[config.mk]
export PLATFORM = sky130hd
export DESIGN_NAME = fbr_span_read
export DESIGN_NICKNAME = d
export VERILOG_FILES = /design/src/logic/fbr_pkg.sv /design/src/logic/fbr_addr_calc.sv /design/src/logic/fbr_span_read.sv
export SDC_FILE = /design/constraint.sdc
export NUM_CORES = 2
export LEC_CHECK = 0
export ABC_AREA = 1
export BUFFER_PORTS_ARGS = -buffer_cell sky130_fd_sc_hd__buf_4
export CAP_MARGIN = 5
export CORE_UTILIZATION = 37
export DETAILED_ROUTE_END_ITERATION = 7
export PLACE_DENSITY = 0.63
export SLEW_MARGIN = 15
export SYNTH_ARGS = -nofsm -noshare
export SYNTH_HDL_FRONTEND = slang
export SYNTH_HIERARCHICAL = 1
export SYNTH_SLANG_ARGS = --single-unit
[constraint.sdc]
create_clock -name clock -period 12.5 [get_ports clock]
set_input_delay 1.25 -clock clock [delete_from_list [all_inputs] [get_ports clock]]
set_output_delay 1.25 -clock clock [all_outputs]
set_load 0.1 [all_outputs]
[src/logic/fbr_pkg.sv]
package fbr_pkg;

    // ****************************************
    // Register map (byte addresses)
    // ****************************************
    localparam logic [7:0] FBR_READ_CTRL_OFS = 8'h00;
    localparam logic [7:0] FBR_PATTERN_CTRL_OFS = 8'h04;
    localparam logic [7:0] FBR_WINDOW_BASE_OFS = 8'h08;
    localparam logic [7:0] FBR_BUF_DISP_OFS = 8'h0C;
    localparam logic [7:0] FBR_SRC_DISP_OFS = 8'h10;
    localparam logic [7:0] FBR_WRITE_CTRL_OFS = 8'h14;
    localparam logic [7:0] FBR_PAT_INDEX_OFS = 8'h18;
    localparam logic [7:0] FBR_PAT_DATA_OFS = 8'h1C;
    localparam logic [7:0] FBR_STATUS_OFS = 8'h20;

    // ****************************************
    // Field positions
    // ****************************************
    localparam int FBR_SRC_RD_BIT = 0;
    localparam int FBR_DST_RD_BIT = 1;
    localparam int FBR_CODE_A_LSB = 2;
    localparam int FBR_CODE_B_LSB = 5;
    localparam int FBR_CODE_C_LSB = 8;
    localparam int FBR_TOP_LEFT_BIT = 11;
    localparam int FBR_SCAN_SHIFT_LSB = 12;
    localparam int FBR_PAT_EN_BIT = 0;
    localparam int FBR_WR_EN_BIT = 0;
    localparam int FBR_VAR_COLOUR_BIT = 1;

    // ****************************************
    // Sizes and reset values
    // ****************************************
    localparam int FBR_ADDR_W = 24;
    localparam int FBR_WORD_W = 32;
    localparam int FBR_STORE_DEPTH = 32;
    localparam int FBR_IDX_W = 5;
    localparam logic [31:0] FBR_REG_RESET = 32'h0000_0000;
    localparam logic [FBR_IDX_W-1:0] FBR_IDX_LAST = 5'h1F;

    // Mode bits as {pattern, source, destination}
    typedef logic [2:0] fbr_mode_t;
    localparam fbr_mode_t FBR_MODE_NONE = 3'h0;
    localparam fbr_mode_t FBR_MODE_PAT_ONLY = 3'h4;
    localparam fbr_mode_t FBR_MODE_PAT_DST = 3'h5;
    localparam fbr_mode_t FBR_MODE_PAT_LOAD = 3'h6;

    typedef enum logic [2:0] {
        FBR_ST_IDLE,
        FBR_ST_SRC_REQ,
        FBR_ST_SRC_WAIT,
        FBR_ST_DST_REQ,
        FBR_ST_DST_WAIT,
        FBR_ST_PAT
    } fbr_state_e;

    // Span from the rasteriser
    typedef struct packed {
        logic [15:0] x;
        logic [15:0] y;
        logic [31:0] mask;
    } fbr_span_s;

    // Operand pair towards the logic-op unit
    typedef struct packed {
        logic [31:0] src;
        logic [31:0] dst;
    } fbr_pair_s;

endpackage

[src/logic/fbr_addr_calc.sv]
`timescale 1ns/1ps
// Combinational framebuffer address equations shared by span and pixel paths
module fbr_addr_calc (
    input wire logic [fbr_pkg::FBR_ADDR_W-1:0] window_origin_base,
    input wire logic [fbr_pkg::FBR_ADDR_W-1:0] buffer_displacement,
    input wire logic [fbr_pkg::FBR_ADDR_W-1:0] src_displacement,
    input wire logic [15:0] x,
    input wire logic [15:0] y,
    input wire logic [1:0] scan_shift,
    input wire logic [2:0] width_code_a,
    input wire logic [2:0] width_code_b,
    input wire logic [2:0] width_code_c,
    input wire logic top_left,
    output logic [fbr_pkg::FBR_ADDR_W-1:0] dst_addr,
    output logic [fbr_pkg::FBR_ADDR_W-1:0] src_addr
);
    import fbr_pkg::*;

    // ****************************************
    // Partial products
    // ****************************************
    // Each code adds one power of two; zero adds nothing
    function automatic logic [FBR_ADDR_W-1:0] part(input logic [2:0] code);
        logic [FBR_ADDR_W-1:0] r;
        r = '0;
        if (code != 3'h0) begin
            r = 24'h000010 << code;
        end
        return r;
    endfunction

    logic [FBR_ADDR_W-1:0] width;
    logic [15:0] row;
    logic [47:0] prod;
    logic [FBR_ADDR_W-1:0] row_ofs;
    logic [FBR_ADDR_W-1:0] origin;

    // Width from three codes, row divided by interleave factor
    always_comb begin
        width = part(width_code_a) + part(width_code_b) + part(width_code_c);
        row = y >> scan_shift;
        prod = {8'h00, width} * {32'h0000_0000, row};
        row_ofs = prod[FBR_ADDR_W-1:0];
        // Sums wrap at 24 bits; displacements are two's complement
        origin = top_left ? window_origin_base + row_ofs : window_origin_base - row_ofs;
        dst_addr = origin + {8'h00, x} + buffer_displacement;
        src_addr = dst_addr + src_displacement;
    end

endmodule // fbr_addr_calc

[src/logic/fbr_span_read.sv]
// The strobed register port and the address map are this design's own decisions.
`timescale 1ns/1ps
// Operation
// Span read operation chosen from pattern, source and destination enable bits together.
// All three clear: no span reads, no pattern data; host supplies colour.
// Destination only: read destination spans; pattern store becomes indeterminate.
// Source only: read source spans; pattern store overwritten, indeterminate.
// Source and destination: source into store first, then destination interleaved.
// Pattern only: no reads, pattern store feeds variable-colour write.
// Pattern and destination: destination interleaved with store, store kept intact.
// Pattern and source: source saved into store, nothing to logic-op unit.
// Pattern load: variable-colour write draws nothing; constant-colour write proceeds.
// Pixel offset added to all addresses, source offset to copy sources.
// Address is base plus offset plus X, minus or plus (Y/S)*W.
// Destination address used for writes and destination reads.
// Source address only for source reads; offset is destination-to-source.
// Y divided by scanline interval S before multiplying by width.
// Only widths from three partial-product code fields supported.
// Span addresses use the same equations as single-pixel addresses.
// Software keeps both offsets zero for ordinary rendering.
// Software changes pixel offset, not window base, for alternative buffers.
// Software enables depth writes only on the last buffer pass.
// Window base held as 24-bit unsigned value.
// Pixel and source offsets held as 24-bit two's complement.
// Pattern store holds 32 entries of 32 bits.
// Mode bits sampled at span start, held until the span completes.
// Address sums truncated to 24 bits, wrapping on overflow.
module fbr_span_read (
    input wire logic clock,
    input wire logic rst,
    // Register port
    input wire logic [7:0] reg_addr,
    input wire logic [31:0] reg_wdata,
    input wire logic reg_wr,
    input wire logic reg_rd,
    output logic [31:0] reg_rdata,
    // Spans from the rasteriser
    input wire logic span_valid,
    input wire fbr_pkg::fbr_span_s span_in,
    output logic span_ready,
    output logic span_done,
    // Framebuffer read port
    output logic mem_req_valid,
    output logic [fbr_pkg::FBR_ADDR_W-1:0] mem_req_addr,
    input wire logic mem_req_ready,
    input wire logic mem_rsp_valid,
    input wire logic [31:0] mem_rsp_data,
    // Operand stream to logic-op / write units
    output logic out_valid,
    output fbr_pkg::fbr_pair_s out_data,
    input wire logic out_ready,
    // Write unit controls
    output logic [fbr_pkg::FBR_ADDR_W-1:0] wr_addr,
    output logic draw_enable
);
    import fbr_pkg::*;

    // ****************************************
    // Registers
    // ****************************************
    logic [31:0] rd_ctrl_q, rd_ctrl_d;
    logic pat_en_q, pat_en_d;
    logic [FBR_ADDR_W-1:0] base_q, base_d, pdisp_q, pdisp_d, sdisp_q, sdisp_d;
    logic [1:0] wr_ctrl_q, wr_ctrl_d;
    logic [FBR_IDX_W-1:0] pidx_q, pidx_d;
    logic [31:0] rdata_q, rdata_d;
    logic [31:0] store_q [FBR_STORE_DEPTH];
    logic st_we;
    logic [FBR_IDX_W-1:0] st_idx;
    logic [31:0] st_wdata;

    fbr_state_e state_q, state_d;
    fbr_mode_t mode_q, mode_d;
    fbr_span_s span_q, span_d;
    logic [FBR_IDX_W-1:0] idx_q, idx_d;
    logic [FBR_ADDR_W-1:0] sbase_q, sbase_d, dbase_q, dbase_d;
    logic [FBR_ADDR_W-1:0] addr_q, addr_d;
    logic out_valid_q, out_valid_d;
    fbr_pair_s out_q, out_d;
    logic done_q, done_d;
    logic [FBR_ADDR_W-1:0] calc_dst, calc_src;
    logic accept, host_st_wr;

    // Address equations, same block for span and pixel use
    fbr_addr_calc u_calc (
        .window_origin_base(base_q),
        .buffer_displacement(pdisp_q),
        .src_displacement(sdisp_q),
        .x(span_in.x),
        .y(span_in.y),
        .scan_shift(rd_ctrl_q[FBR_SCAN_SHIFT_LSB +: 2]),
        .width_code_a(rd_ctrl_q[FBR_CODE_A_LSB +: 3]),
        .width_code_b(rd_ctrl_q[FBR_CODE_B_LSB +: 3]),
        .width_code_c(rd_ctrl_q[FBR_CODE_C_LSB +: 3]),
        .top_left(rd_ctrl_q[FBR_TOP_LEFT_BIT]),
        .dst_addr(calc_dst),
        .src_addr(calc_src)
    );

    // ****************************************
    // Register port
    // ****************************************
    // Host store writes are dropped while a span runs; engine owns the store then
    assign host_st_wr = reg_wr && reg_addr == FBR_PAT_DATA_OFS && state_q == FBR_ST_IDLE;

    always_comb begin
        rd_ctrl_d = rd_ctrl_q;
        pat_en_d = pat_en_q;
        base_d = base_q;
        pdisp_d = pdisp_q;
        sdisp_d = sdisp_q;
        wr_ctrl_d = wr_ctrl_q;
        pidx_d = pidx_q;
        rdata_d = FBR_REG_RESET;
        if (reg_wr) begin
            case (reg_addr)
                FBR_READ_CTRL_OFS: rd_ctrl_d = {18'h00000, reg_wdata[13:0]};
                FBR_PATTERN_CTRL_OFS: pat_en_d = reg_wdata[FBR_PAT_EN_BIT];
                FBR_WINDOW_BASE_OFS: base_d = reg_wdata[FBR_ADDR_W-1:0];
                FBR_BUF_DISP_OFS: pdisp_d = reg_wdata[FBR_ADDR_W-1:0];
                FBR_SRC_DISP_OFS: sdisp_d = reg_wdata[FBR_ADDR_W-1:0];
                FBR_WRITE_CTRL_OFS: wr_ctrl_d = reg_wdata[1:0];
                FBR_PAT_INDEX_OFS: pidx_d = reg_wdata[FBR_IDX_W-1:0];
                FBR_PAT_DATA_OFS: pidx_d = host_st_wr ? pidx_q + 5'h01 : pidx_q;
                default: ;
            endcase
        end
        if (reg_rd) begin
            case (reg_addr)
                FBR_READ_CTRL_OFS: rdata_d = rd_ctrl_q;
                FBR_PATTERN_CTRL_OFS: rdata_d = {31'h0, pat_en_q};
                FBR_WINDOW_BASE_OFS: rdata_d = {8'h00, base_q};
                FBR_BUF_DISP_OFS: rdata_d = {8'h00, pdisp_q};
                FBR_SRC_DISP_OFS: rdata_d = {8'h00, sdisp_q};
                FBR_WRITE_CTRL_OFS: rdata_d = {30'h0, wr_ctrl_q};
                FBR_PAT_INDEX_OFS: rdata_d = {27'h0, pidx_q};
                FBR_PAT_DATA_OFS: rdata_d = store_q[pidx_q];
                FBR_STATUS_OFS: rdata_d = {24'h0, 1'b0, mode_q, 1'b0, state_q};
                default: rdata_d = FBR_REG_RESET;
            endcase
        end
    end

    always_ff @(posedge clock) begin
        if (rst) begin
            rd_ctrl_q <= FBR_REG_RESET;
            pat_en_q <= 1'b0;
            base_q <= '0;
            pdisp_q <= '0;
            sdisp_q <= '0;
            wr_ctrl_q <= 2'h0;
            pidx_q <= '0;
            rdata_q <= FBR_REG_RESET;
        end else begin
            rd_ctrl_q <= rd_ctrl_d;
            pat_en_q <= pat_en_d;
            base_q <= base_d;
            pdisp_q <= pdisp_d;
            sdisp_q <= sdisp_d;
            wr_ctrl_q <= wr_ctrl_d;
            pidx_q <= pidx_d;
            rdata_q <= rdata_d;
        end
    end

    assign reg_rdata = rdata_q;

    // ****************************************
    // Pattern store
    // ****************************************
    // Engine writes win over the host port
    always_comb begin
        st_we = 1'b0;
        st_idx = pidx_q;
        st_wdata = reg_wdata;
        if (state_q == FBR_ST_SRC_WAIT && mem_rsp_valid) begin
            st_we = 1'b1;
            st_idx = idx_q;
            st_wdata = mem_rsp_data;
        end else if (state_q == FBR_ST_DST_WAIT && mem_rsp_valid && mode_q == 3'h1) begin
            st_we = 1'b1;
            st_idx = idx_q;
            st_wdata = mem_rsp_data;
        end else if (host_st_wr) begin
            st_we = 1'b1;
        end
    end

    // One entry per flip-flop word, reset-free storage
    for (genvar i = 0; i < FBR_STORE_DEPTH; i++) begin : g_store
        logic [31:0] ent_d;
        always_comb begin
            ent_d = (st_we && st_idx == FBR_IDX_W'(i)) ? st_wdata : store_q[i];
        end
        always_ff @(posedge clock) begin
            store_q[i] <= ent_d;
        end
    end

    // ****************************************
    // Span sequencer
    // ****************************************
    // A new span waits for the last operand to leave, so modes never mix
    assign accept = span_valid && span_ready;
    assign span_ready = state_q == FBR_ST_IDLE && !out_valid_q;
    assign mem_req_valid = (state_q == FBR_ST_SRC_REQ || state_q == FBR_ST_DST_REQ)
                           && span_q.mask[idx_q] && !out_valid_q;

    always_comb begin
        state_d = state_q;
        mode_d = mode_q;
        span_d = span_q;
        idx_d = idx_q;
        sbase_d = sbase_q;
        dbase_d = dbase_q;
        out_valid_d = out_valid_q && !out_ready;
        out_d = out_q;
        done_d = 1'b0;
        case (state_q)
            FBR_ST_IDLE: begin
                if (accept) begin
                    mode_d = {pat_en_q, rd_ctrl_q[FBR_SRC_RD_BIT], rd_ctrl_q[FBR_DST_RD_BIT]};
                    span_d = span_in;
                    idx_d = '0;
                    sbase_d = calc_src;
                    dbase_d = calc_dst;
                    if (mode_d[1]) begin
                        state_d = FBR_ST_SRC_REQ;
                    end else if (mode_d[0]) begin
                        state_d = FBR_ST_DST_REQ;
                    end else if (mode_d[2]) begin
                        state_d = FBR_ST_PAT;
                    end else begin
                        done_d = 1'b1;
                    end
                end
            end
            FBR_ST_SRC_REQ, FBR_ST_DST_REQ: begin
                if (!span_q.mask[idx_q]) begin
                    // Masked words are skipped, not read
                    if (idx_q == FBR_IDX_LAST) begin
                        idx_d = '0;
                        state_d = (state_q == FBR_ST_SRC_REQ && mode_q[0]) ? FBR_ST_DST_REQ : FBR_ST_IDLE;
                        done_d = state_d == FBR_ST_IDLE;
                    end else begin
                        idx_d = idx_q + 5'h01;
                    end
                end else if (mem_req_valid && mem_req_ready) begin
                    state_d = state_q == FBR_ST_SRC_REQ ? FBR_ST_SRC_WAIT : FBR_ST_DST_WAIT;
                end
            end
            FBR_ST_SRC_WAIT, FBR_ST_DST_WAIT: begin
                if (mem_rsp_valid) begin
                    if (state_q == FBR_ST_DST_WAIT) begin
                        // Destination paired with store data, or alone
                        out_valid_d = 1'b1;
                        out_d.dst = mem_rsp_data;
                        out_d.src = mode_q[2:1] == 2'b00 ? 32'h0000_0000 : store_q[idx_q];
                    end else if (mode_q == 3'h2) begin
                        out_valid_d = 1'b1;
                        out_d.src = mem_rsp_data;
                        out_d.dst = 32'h0000_0000;
                    end
                    if (idx_q == FBR_IDX_LAST) begin
                        idx_d = '0;
                        state_d = (state_q == FBR_ST_SRC_WAIT && mode_q[0]) ? FBR_ST_DST_REQ : FBR_ST_IDLE;
                        done_d = state_d == FBR_ST_IDLE;
                    end else begin
                        idx_d = idx_q + 5'h01;
                        state_d = state_q == FBR_ST_SRC_WAIT ? FBR_ST_SRC_REQ : FBR_ST_DST_REQ;
                    end
                end
            end
            FBR_ST_PAT: begin
                if (!span_q.mask[idx_q] || !out_valid_q) begin
                    if (span_q.mask[idx_q]) begin
                        out_valid_d = 1'b1;
                        out_d.src = store_q[idx_q];
                        out_d.dst = 32'h0000_0000;
                    end
                    idx_d = idx_q + 5'h01;
                    if (idx_q == FBR_IDX_LAST) begin
                        state_d = FBR_ST_IDLE;
                        done_d = 1'b1;
                    end
                end
            end
            default: state_d = FBR_ST_IDLE;
        endcase
        addr_d = (state_d == FBR_ST_DST_REQ ? dbase_d : sbase_d) + {19'h0, idx_d};
    end

    always_ff @(posedge clock) begin
        if (rst) begin
            state_q <= FBR_ST_IDLE;
            mode_q <= FBR_MODE_NONE;
            span_q <= '0;
            idx_q <= '0;
            sbase_q <= '0;
            dbase_q <= '0;
            addr_q <= '0;
            out_valid_q <= 1'b0;
            out_q <= '0;
            done_q <= 1'b0;
        end else begin
            state_q <= state_d;
            mode_q <= mode_d;
            span_q <= span_d;
            idx_q <= idx_d;
            sbase_q <= sbase_d;
            dbase_q <= dbase_d;
            addr_q <= addr_d;
            out_valid_q <= out_valid_d;
            out_q <= out_d;
            done_q <= done_d;
        end
    end

    assign mem_req_addr = addr_q;
    assign out_valid = out_valid_q;
    assign out_data = out_q;
    assign span_done = done_q;
    assign wr_addr = dbase_q;
    // Pattern load with variable colour has no data to draw
    assign draw_enable = wr_ctrl_q[FBR_WR_EN_BIT]
                         && !(mode_q == FBR_MODE_PAT_LOAD && wr_ctrl_q[FBR_VAR_COLOUR_BIT]);
endmodule // fbr_span_read

After elaboration in Yosys (flattened, before gate mapping)
Memories as Yosys holds them, arrays and structs flattened. A register that Yosys moved wholly into a read port is not among the register bits.
Index checks and enable logic that the tools add are counted.
- memory bits (writable): 1024
- word-level logic and storage cells: 425
- ROM bits: 0
- bits in latches: 0
- memories kept: 1
- bits in registers: 307
- equality and inequality tests: 86
- multiplexer cells: 195
- reductions and logical operators: 107
- div/mod/pow operators: 0
- shift-type cells: 4
- add/subtract/negate cells: 10
- order comparisons: 1
- $mul: 1
- bitwise operators: 1
- memory list (name ; words ; bits a word ; read ports ; clocked after Yosys merged registers in ; wr ports ; RTL line ; source):
    store_q ; 32 ; 32 ; 2 ; 2 ; 1 ; fbr_span_read.sv:67 ; logic [31:0] store_q [FBR_STORE_DEPTH];
- operators with widths (kind ; count):
    32-bit two-way mux ; 66
    32-bit OR reduction ; 31
    64-bit two-way mux ; 5
    32-bit case mux with 9 select lines ; 1
    24-bit two-way mux ; 9
    5-bit two-way mux ; 42
    64-bit case mux with 2 select lines ; 1
    24-bit adder ; 5
    5-bit == test (second input constant) ; 17
    5-bit by 3-bit left shift with 24-bit output (first input constant) ; 3
    1-bit two-way mux ; 50
    1-bit logical AND ; 47
    5-bit by 4-bit == test with 1-bit output (second input constant) ; 8
    3-bit two-way mux ; 11
    8-bit by 5-bit == test with 1-bit output (second input constant) ; 4
    1-bit inequality test (second input constant) ; 32
    24-bit by 16-bit adder with 24-bit output ; 1
    24-bit by 5-bit adder with 24-bit output ; 1
    24-bit by 16-bit multiplier with 24-bit output ; 1
    24-bit subtractor ; 1
    5-bit by 3-bit == test with 1-bit output (second input constant) ; 4
    5-bit case mux with 4 select lines ; 1
    8-bit by 4-bit == test with 1-bit output (second input constant) ; 2
    16-bit by 2-bit >> shifter with 16-bit output ; 1
    30 further kinds ; 61

Depth between registers and ports, before layout
- depth in word-level cells: 40
- mapped depth: 65

Modules after synthesis
The synthesis kept the hierarchy.
- modules (own cells, without submodules) (module ; instances ; sequential area each (um^2) ; cells an instance ; area each (um^2)):
    fbr_span_read ; 1 ; 36995.5 ; 6363 ; 61976.9
    fbr_addr_calc ; 1 ; 0.0 ; 1258 ; 8838.5

Worst setup path after synthesis
Ideal clock, no wire load.
- kind: reg2reg
- start: reg rd_ctrl_q[2]
- end: reg addr_q[23], in the netlist mem_req_addr[23]
- period minus slack after synthesis: 10.778 ns
- data required time: 12.385 ns
- buffers on the path: 0
- stages on the path, launching flop included: 61
- data arrival time: 10.663 ns
- library setup time: 0.115 ns
- path slack: 1.722 ns
- cell sequence: dfxtp_1 -> inv_1 -> nand3_1 -> fa_1 -> inv_1 -> ha_1 -> inv_1 -> fa_1 -> inv_1 -> nand2_1 -> nand2_1 -> nand3_1 -> a21o_1 -> nand2_1 -> nor2_1 -> fa_1 -> inv_1 -> fa_1 -> [... 25 more ...] -> o21ai_0 -> xor2_1 -> ha_1 -> a21o_1 -> a21oi_1 -> o21bai_1 -> a41oi_1 -> a21oi_1 -> xnor2_1 -> inv_1 -> nand2_1 -> nand2_1 -> inv_1 -> mux2i_1 -> mux2i_1 -> nand3_1 -> nand2_1 -> nor2_1
- word-level cells in the longest chain between the ends: 14
- elaborated cells on any way between the ends: 18
- ends and longest elaborated chain (element ; RTL line ; source):
    start, declared ; fbr_span_read.sv:61 ; logic [31:0] rd_ctrl_q, rd_ctrl_d;
    start signal, assigned ; fbr_span_read.sv:155 ; rd_ctrl_q <= rd_ctrl_d;
    5-bit by 3-bit left shift with 24-bit output / 3-bit nonzero test (equally long branches) ; fbr_addr_calc.sv:27, fbr_addr_calc.sv:26 ;
    24-bit two-way mux * ; fbr_addr_calc.sv:26 ; if (code != 3'h0) begin
    24-bit adder * (2 in series) ; fbr_addr_calc.sv:40 ; width = part(width_code_a) + part(width_code_b) + part(width_code_c);
    24-bit by 16-bit multiplier with 24-bit output * ; fbr_addr_calc.sv:42 ; prod = {8'h00, width} * {32'h0000_0000, row};
    24-bit subtractor / 24-bit adder (equally long branches) ; fbr_addr_calc.sv:45 ; origin = top_left ? window_origin_base + row_ofs : window_origin_base - row_ofs;
    24-bit two-way mux * ; fbr_addr_calc.sv:45 ;
    24-bit by 16-bit adder with 24-bit output * ; fbr_addr_calc.sv:46 ; dst_addr = origin + {8'h00, x} + buffer_displacement;
    24-bit adder * ; fbr_addr_calc.sv:46 ;
    via calc_dst[20] ; fbr_span_read.sv:81 ; logic [FBR_ADDR_W-1:0] calc_dst, calc_src;
    24-bit adder * ; fbr_addr_calc.sv:47 ; src_addr = dst_addr + src_displacement;
    via calc_src[23] ; fbr_span_read.sv:81 ;
    24-bit two-way mux * ; fbr_span_read.sv:221 ; if (accept) begin
    24-bit two-way mux * ; fbr_span_read.sv:219 ; case (state_q)
    24-bit two-way mux * ; fbr_span_read.sv:290 ; addr_d = (state_d == FBR_ST_DST_REQ ? dbase_d : sbase_d) + {19'h0, idx_d};
    24-bit by 5-bit adder with 24-bit output * ; fbr_span_read.sv:290 ;
    end signal, assigned ; fbr_span_read.sv:312 ; addr_q <= addr_d;
    end, declared ; fbr_span_read.sv:77 ; logic [FBR_ADDR_W-1:0] addr_q, addr_d;
The timed path passes the listed nets; every way through them passes the cells marked *.
A chain may end at the register's enable or synchronous reset.

Final worst setup path
- start: reg rd_ctrl_q[4]
- end: reg addr_q[23], in the netlist mem_req_addr[23]
Same word-level chain as after synthesis.

==> summary.md <==
| Metric | Value |
|---|---|
| H-tree depth | `4` |
| EDFF count, synth | `about 1,000` |
| P_leak | `29.2 nW` |
| Antenna-violating nets left | `0` |
| Max VDD drop | `0.118 mV` |
| Core Region | `0.190 mm²` |
| Min Tclk post-route | `11.76 ns` |
| CTS tree | `built` |
| Synthesized flop and latch total | `1,336` |
| Run status | `complete, no violations` |
| Hold WS | `0.454 ns` |
| Clock transition at path regs | `around 0.07 ns` |
| Largest family of logic cells by synthesized area | `compound AO/OA/AOI/OAI gates` |
| Syn nets | `8,032` |
| First-pass GRT wire length | `393,000 µm` |
| Post-route cell area | `approximately 0.08 mm²` |
| Max-capacitance violation count | `0` |
| Crit. End Element | `flop` |
| Post-synthesis cell area | `between 0.07 and 0.08 mm²` |
| Crit share post-route | `94.1%` |
| Root Driver | `clkbuf_16` |
| Hold Fails Final Rpt | `0` |
| Mux share of post-synthesis cell area | `0.843%` |
| Seq/Total Area, Yosys | `52.2%` |
| Max frequency | `0.0850 GHz` |
| Total detailed-routing wirelength | `274,000 µm` |
| Worst Min Path Start | `span_q[14]` |
| Distinct cells, synth | `63` |
| Critical path's largest stage delay | `0.57 ns` |
| Reg2Reg Setup Slack | `0.74 ns` |
| Worst Hold Depth | `2` |
| Fin worst setup slack | `0.736 ns` |
| Number of nets in the layout | `8,016` |
| DR DRC count | `0` |
| Commonest non-fill, non-tap cell in the layout | `nor2_1` |
| Die area | `0.193 mm²` |
| Worst Max-Slew Pin Slew | `between 1 and 1.5 ns` |
| Layout cell share with drive strength beyond 1 | `10.3%` |
| Most frequent cells in the layout | `nor2_1 (1,402), o21ai_0 (1,313), edfxtp_1 (1,024)` |
| Max FO, Critical Path | `7` |
| WL per Instance | `26.7 µm` |
| Gr usage total | `a little over a quarter` |
| Clk_skew | `0.0380 ns` |
| Detail Placement HPWL | `between 150,000 and 200,000 µm` |
| CP arrival | `12.47 ns` |
| Initial antenna violation count | `16` |
| Ys async rst share | `0%` |
| Router iterations before antenna repair | `6` |
| CTS buffer count | `149` |
| I/O Pins | `293` |
| Largest net degree at the start of global routing | `196` |
| Row cnt | `160` |
| Fin Setup TNS | `0 ns` |
| Total grt overflow | `0` |
| Post-CTS Hold Buffers | `0` |
| Synthesized netlist cell count | `7,621` |
| Terminus of the critical flop-to-flop path | `mem_req_addr[23]` |
| 1st-iter DRT viols | `about 9,600` |
| Synth Flop Type | `edfxtp_1` |
| Hold endpoint | `span_q[14]` |
| Area contributors post-synth | `edfxtp_1 (43%), o21ai_0 (9.3%), dfxtp_1 (8.8%)` |
| Post-Synth Simple-Gate Area | `between 10% and 20%` |
| Initial Util | `37.2%` |
| DP Worst Slack | `0.605 ns` |
| Reg2Reg Depth | `59` |
| Clock buffer depth | `3` |
| Delay-heaviest family, CP | `adder cells` |
| CTS sink count | `between 1,000 and 1,500` |
| Latest clock arrival within the worst-skew pair | `0.83 ns` |
| Crit path buffers/inverters | `13` |
| Final-report setup violation count | `0` |
| Synth Area in Compound Gates | `20.0%` |
| Adder-Cell Fraction of Synth Area | `5.89%` |
| RSZ-0062 raised after global routing | `no` |
| Slew headroom | `12.5%` |
| Critical path type | `flop to flop` |
| DP Area | `0.0751 mm²` |
| Synth warn | `6` |
| DIE HEIGHT | `439 µm` |
| FF-to-FF Start | `rd_ctrl_q[4]` |
| Vias in the first global route | `between 50,000 and 60,000` |
| Most used cell, CP | `inv_1` |
| Worst path slowest cell | `fa_1` |
| CP Launch Type | `flop` |
| WP data required | `~13 ns` |
| PD cells | `122 mW/mm²` |
| Post-Synth XOR/XNOR Area | `1.21%` |
| I/O Buffers | `292` |
| Avg Cell Area, Syn | `~9.3 µm²` |
| Vias/cell | `6.20` |
| Die X | `439 µm` |
| Fin util | `42.1%` |
| GPL Wtd Cong | `0.929` |
| DR vias | `63,507` |
| Count of pins over their slew limit | `0` |
| Area Growth Syn to Fin | `13.0%` |
| Post-synth top area cell | `edfxtp_1` |
| Hold Path Class | `flop to flop` |
| Top cell type's share of synthesized area | `43.4%` |
through the flow:
step | total power [mW] | std cells
2_1_floorplan | 5.25 | 7621
3_5_place_dp | 5.45 | 9964
4_1_cts | 9.80 | 10236
5_1_grt | 10.0 | 10237
6_report | 9.77 | 10242
3_3_place_gp | 5.44 | 9964
registers in the layout, indices dropped and copies added, names as in the netlist, 2 cells and up, named ones only:
register      flops
base_q           24
store_q        1024
state_q           3
out_data         64
mode_q            3
reg_rdata        32
mem_req_addr     24
sdisp_q          24
idx_q             5
wr_ctrl_q         2
pidx_q            5
wr_addr          24
rd_ctrl_q        14
span_q           32
sbase_q          24
pdisp_q          24
per-layer routing:
layer  up-vias  part of all wire, %  track usage [%]
met4         8                  6.7             17.0
met2      4559                   45             42.4
met5         -                0.022                0
met1     30645                   37             34.7
met3       953                   11             5.33
li1      27342                    -                -
what timing repair did:
item	4_1_cts	5_1_grt
endpoints found under the setup margin	0	2
setup buffers	0	1
resized for setup	0	14
hold endpoints to repair	0	0
how the worst max path moves through the flow:
| stage | startpoint | endpoint | slack [ns] | cells after the start |
|---|---|---|---|---|
| 5_1_grt | rd_ctrl_q[5] | mem_req_addr[23] | 0.01 | 62 |
| 6_report | rd_ctrl_q[4] | mem_req_addr[23] | 0.74 | 59 |
| 3_3_place_gp | rd_ctrl_q[2] | mem_req_addr[23] | 0.67 | 59 |
| 4_1_cts | rd_ctrl_q[4] | mem_req_addr[23] | 0.55 | 60 |
| 2_1_floorplan | rd_ctrl_q[2] | mem_req_addr[23] | 1.72 | 60 |
| 3_5_place_dp | rd_ctrl_q[7] | mem_req_addr[23] | 0.61 | 60 |
power by group:
part / total [mW] / internal (mW) / switching, mW
Combinational: 0.549 / 0.149 / 0.401
Sequential: 4.82 / 4.80 / 0.0163
Clock: 4.41 / 2.51 / 1.90
cell usage after synthesis, types with 34 or more instances:
master / n
edfxtp_1: 1024
fa_1: 111
or2_2: 36
nor2_1: 1435
clkbuf_1: 515
o221ai_1: 383
inv_1: 466
o22ai_1: 153
dfxtp_1: 312
a31oi_1: 78
ha_1: 156
xor2_1: 62
o21ai_0: 1317
xnor2_1: 34
nand3_1: 355
a21oi_1: 242
o211ai_1: 99
nand2_1: 517
worst min-delay path: stages (launching register included):
cell and delay [ns]:
dfxtp_1 0.30, inv_1 0.06, a21oi_1 0.05
cell families (layout without fill, tap and decap cells):
logic type	Yosys count	in the layout
other	0	5
XOR/XNOR	97	97
adder cells (fa/ha/maj)	267	267
flip-flops	1336	1336
AND/OR/NAND/NOR	2441	2441
multiplexers	56	56
buffers and inverters	1050	1155
AO/OA/AOI/OAI	2374	2374
final cells by class:
cell class / count / area (µm²)
clock buffer: 197 / 4010
multi-input combinational: 5235 / 30100
clock inverter: 75 / 815
tap: 2511 / 3140
antenna: 5 / 12.5
timing repair buffer: 392 / 2990
inverter: 491 / 1890
sequential: 1336 / 37000
fill: 18055 / 110000
Note: power is estimated with default switching activity, not from simulation.
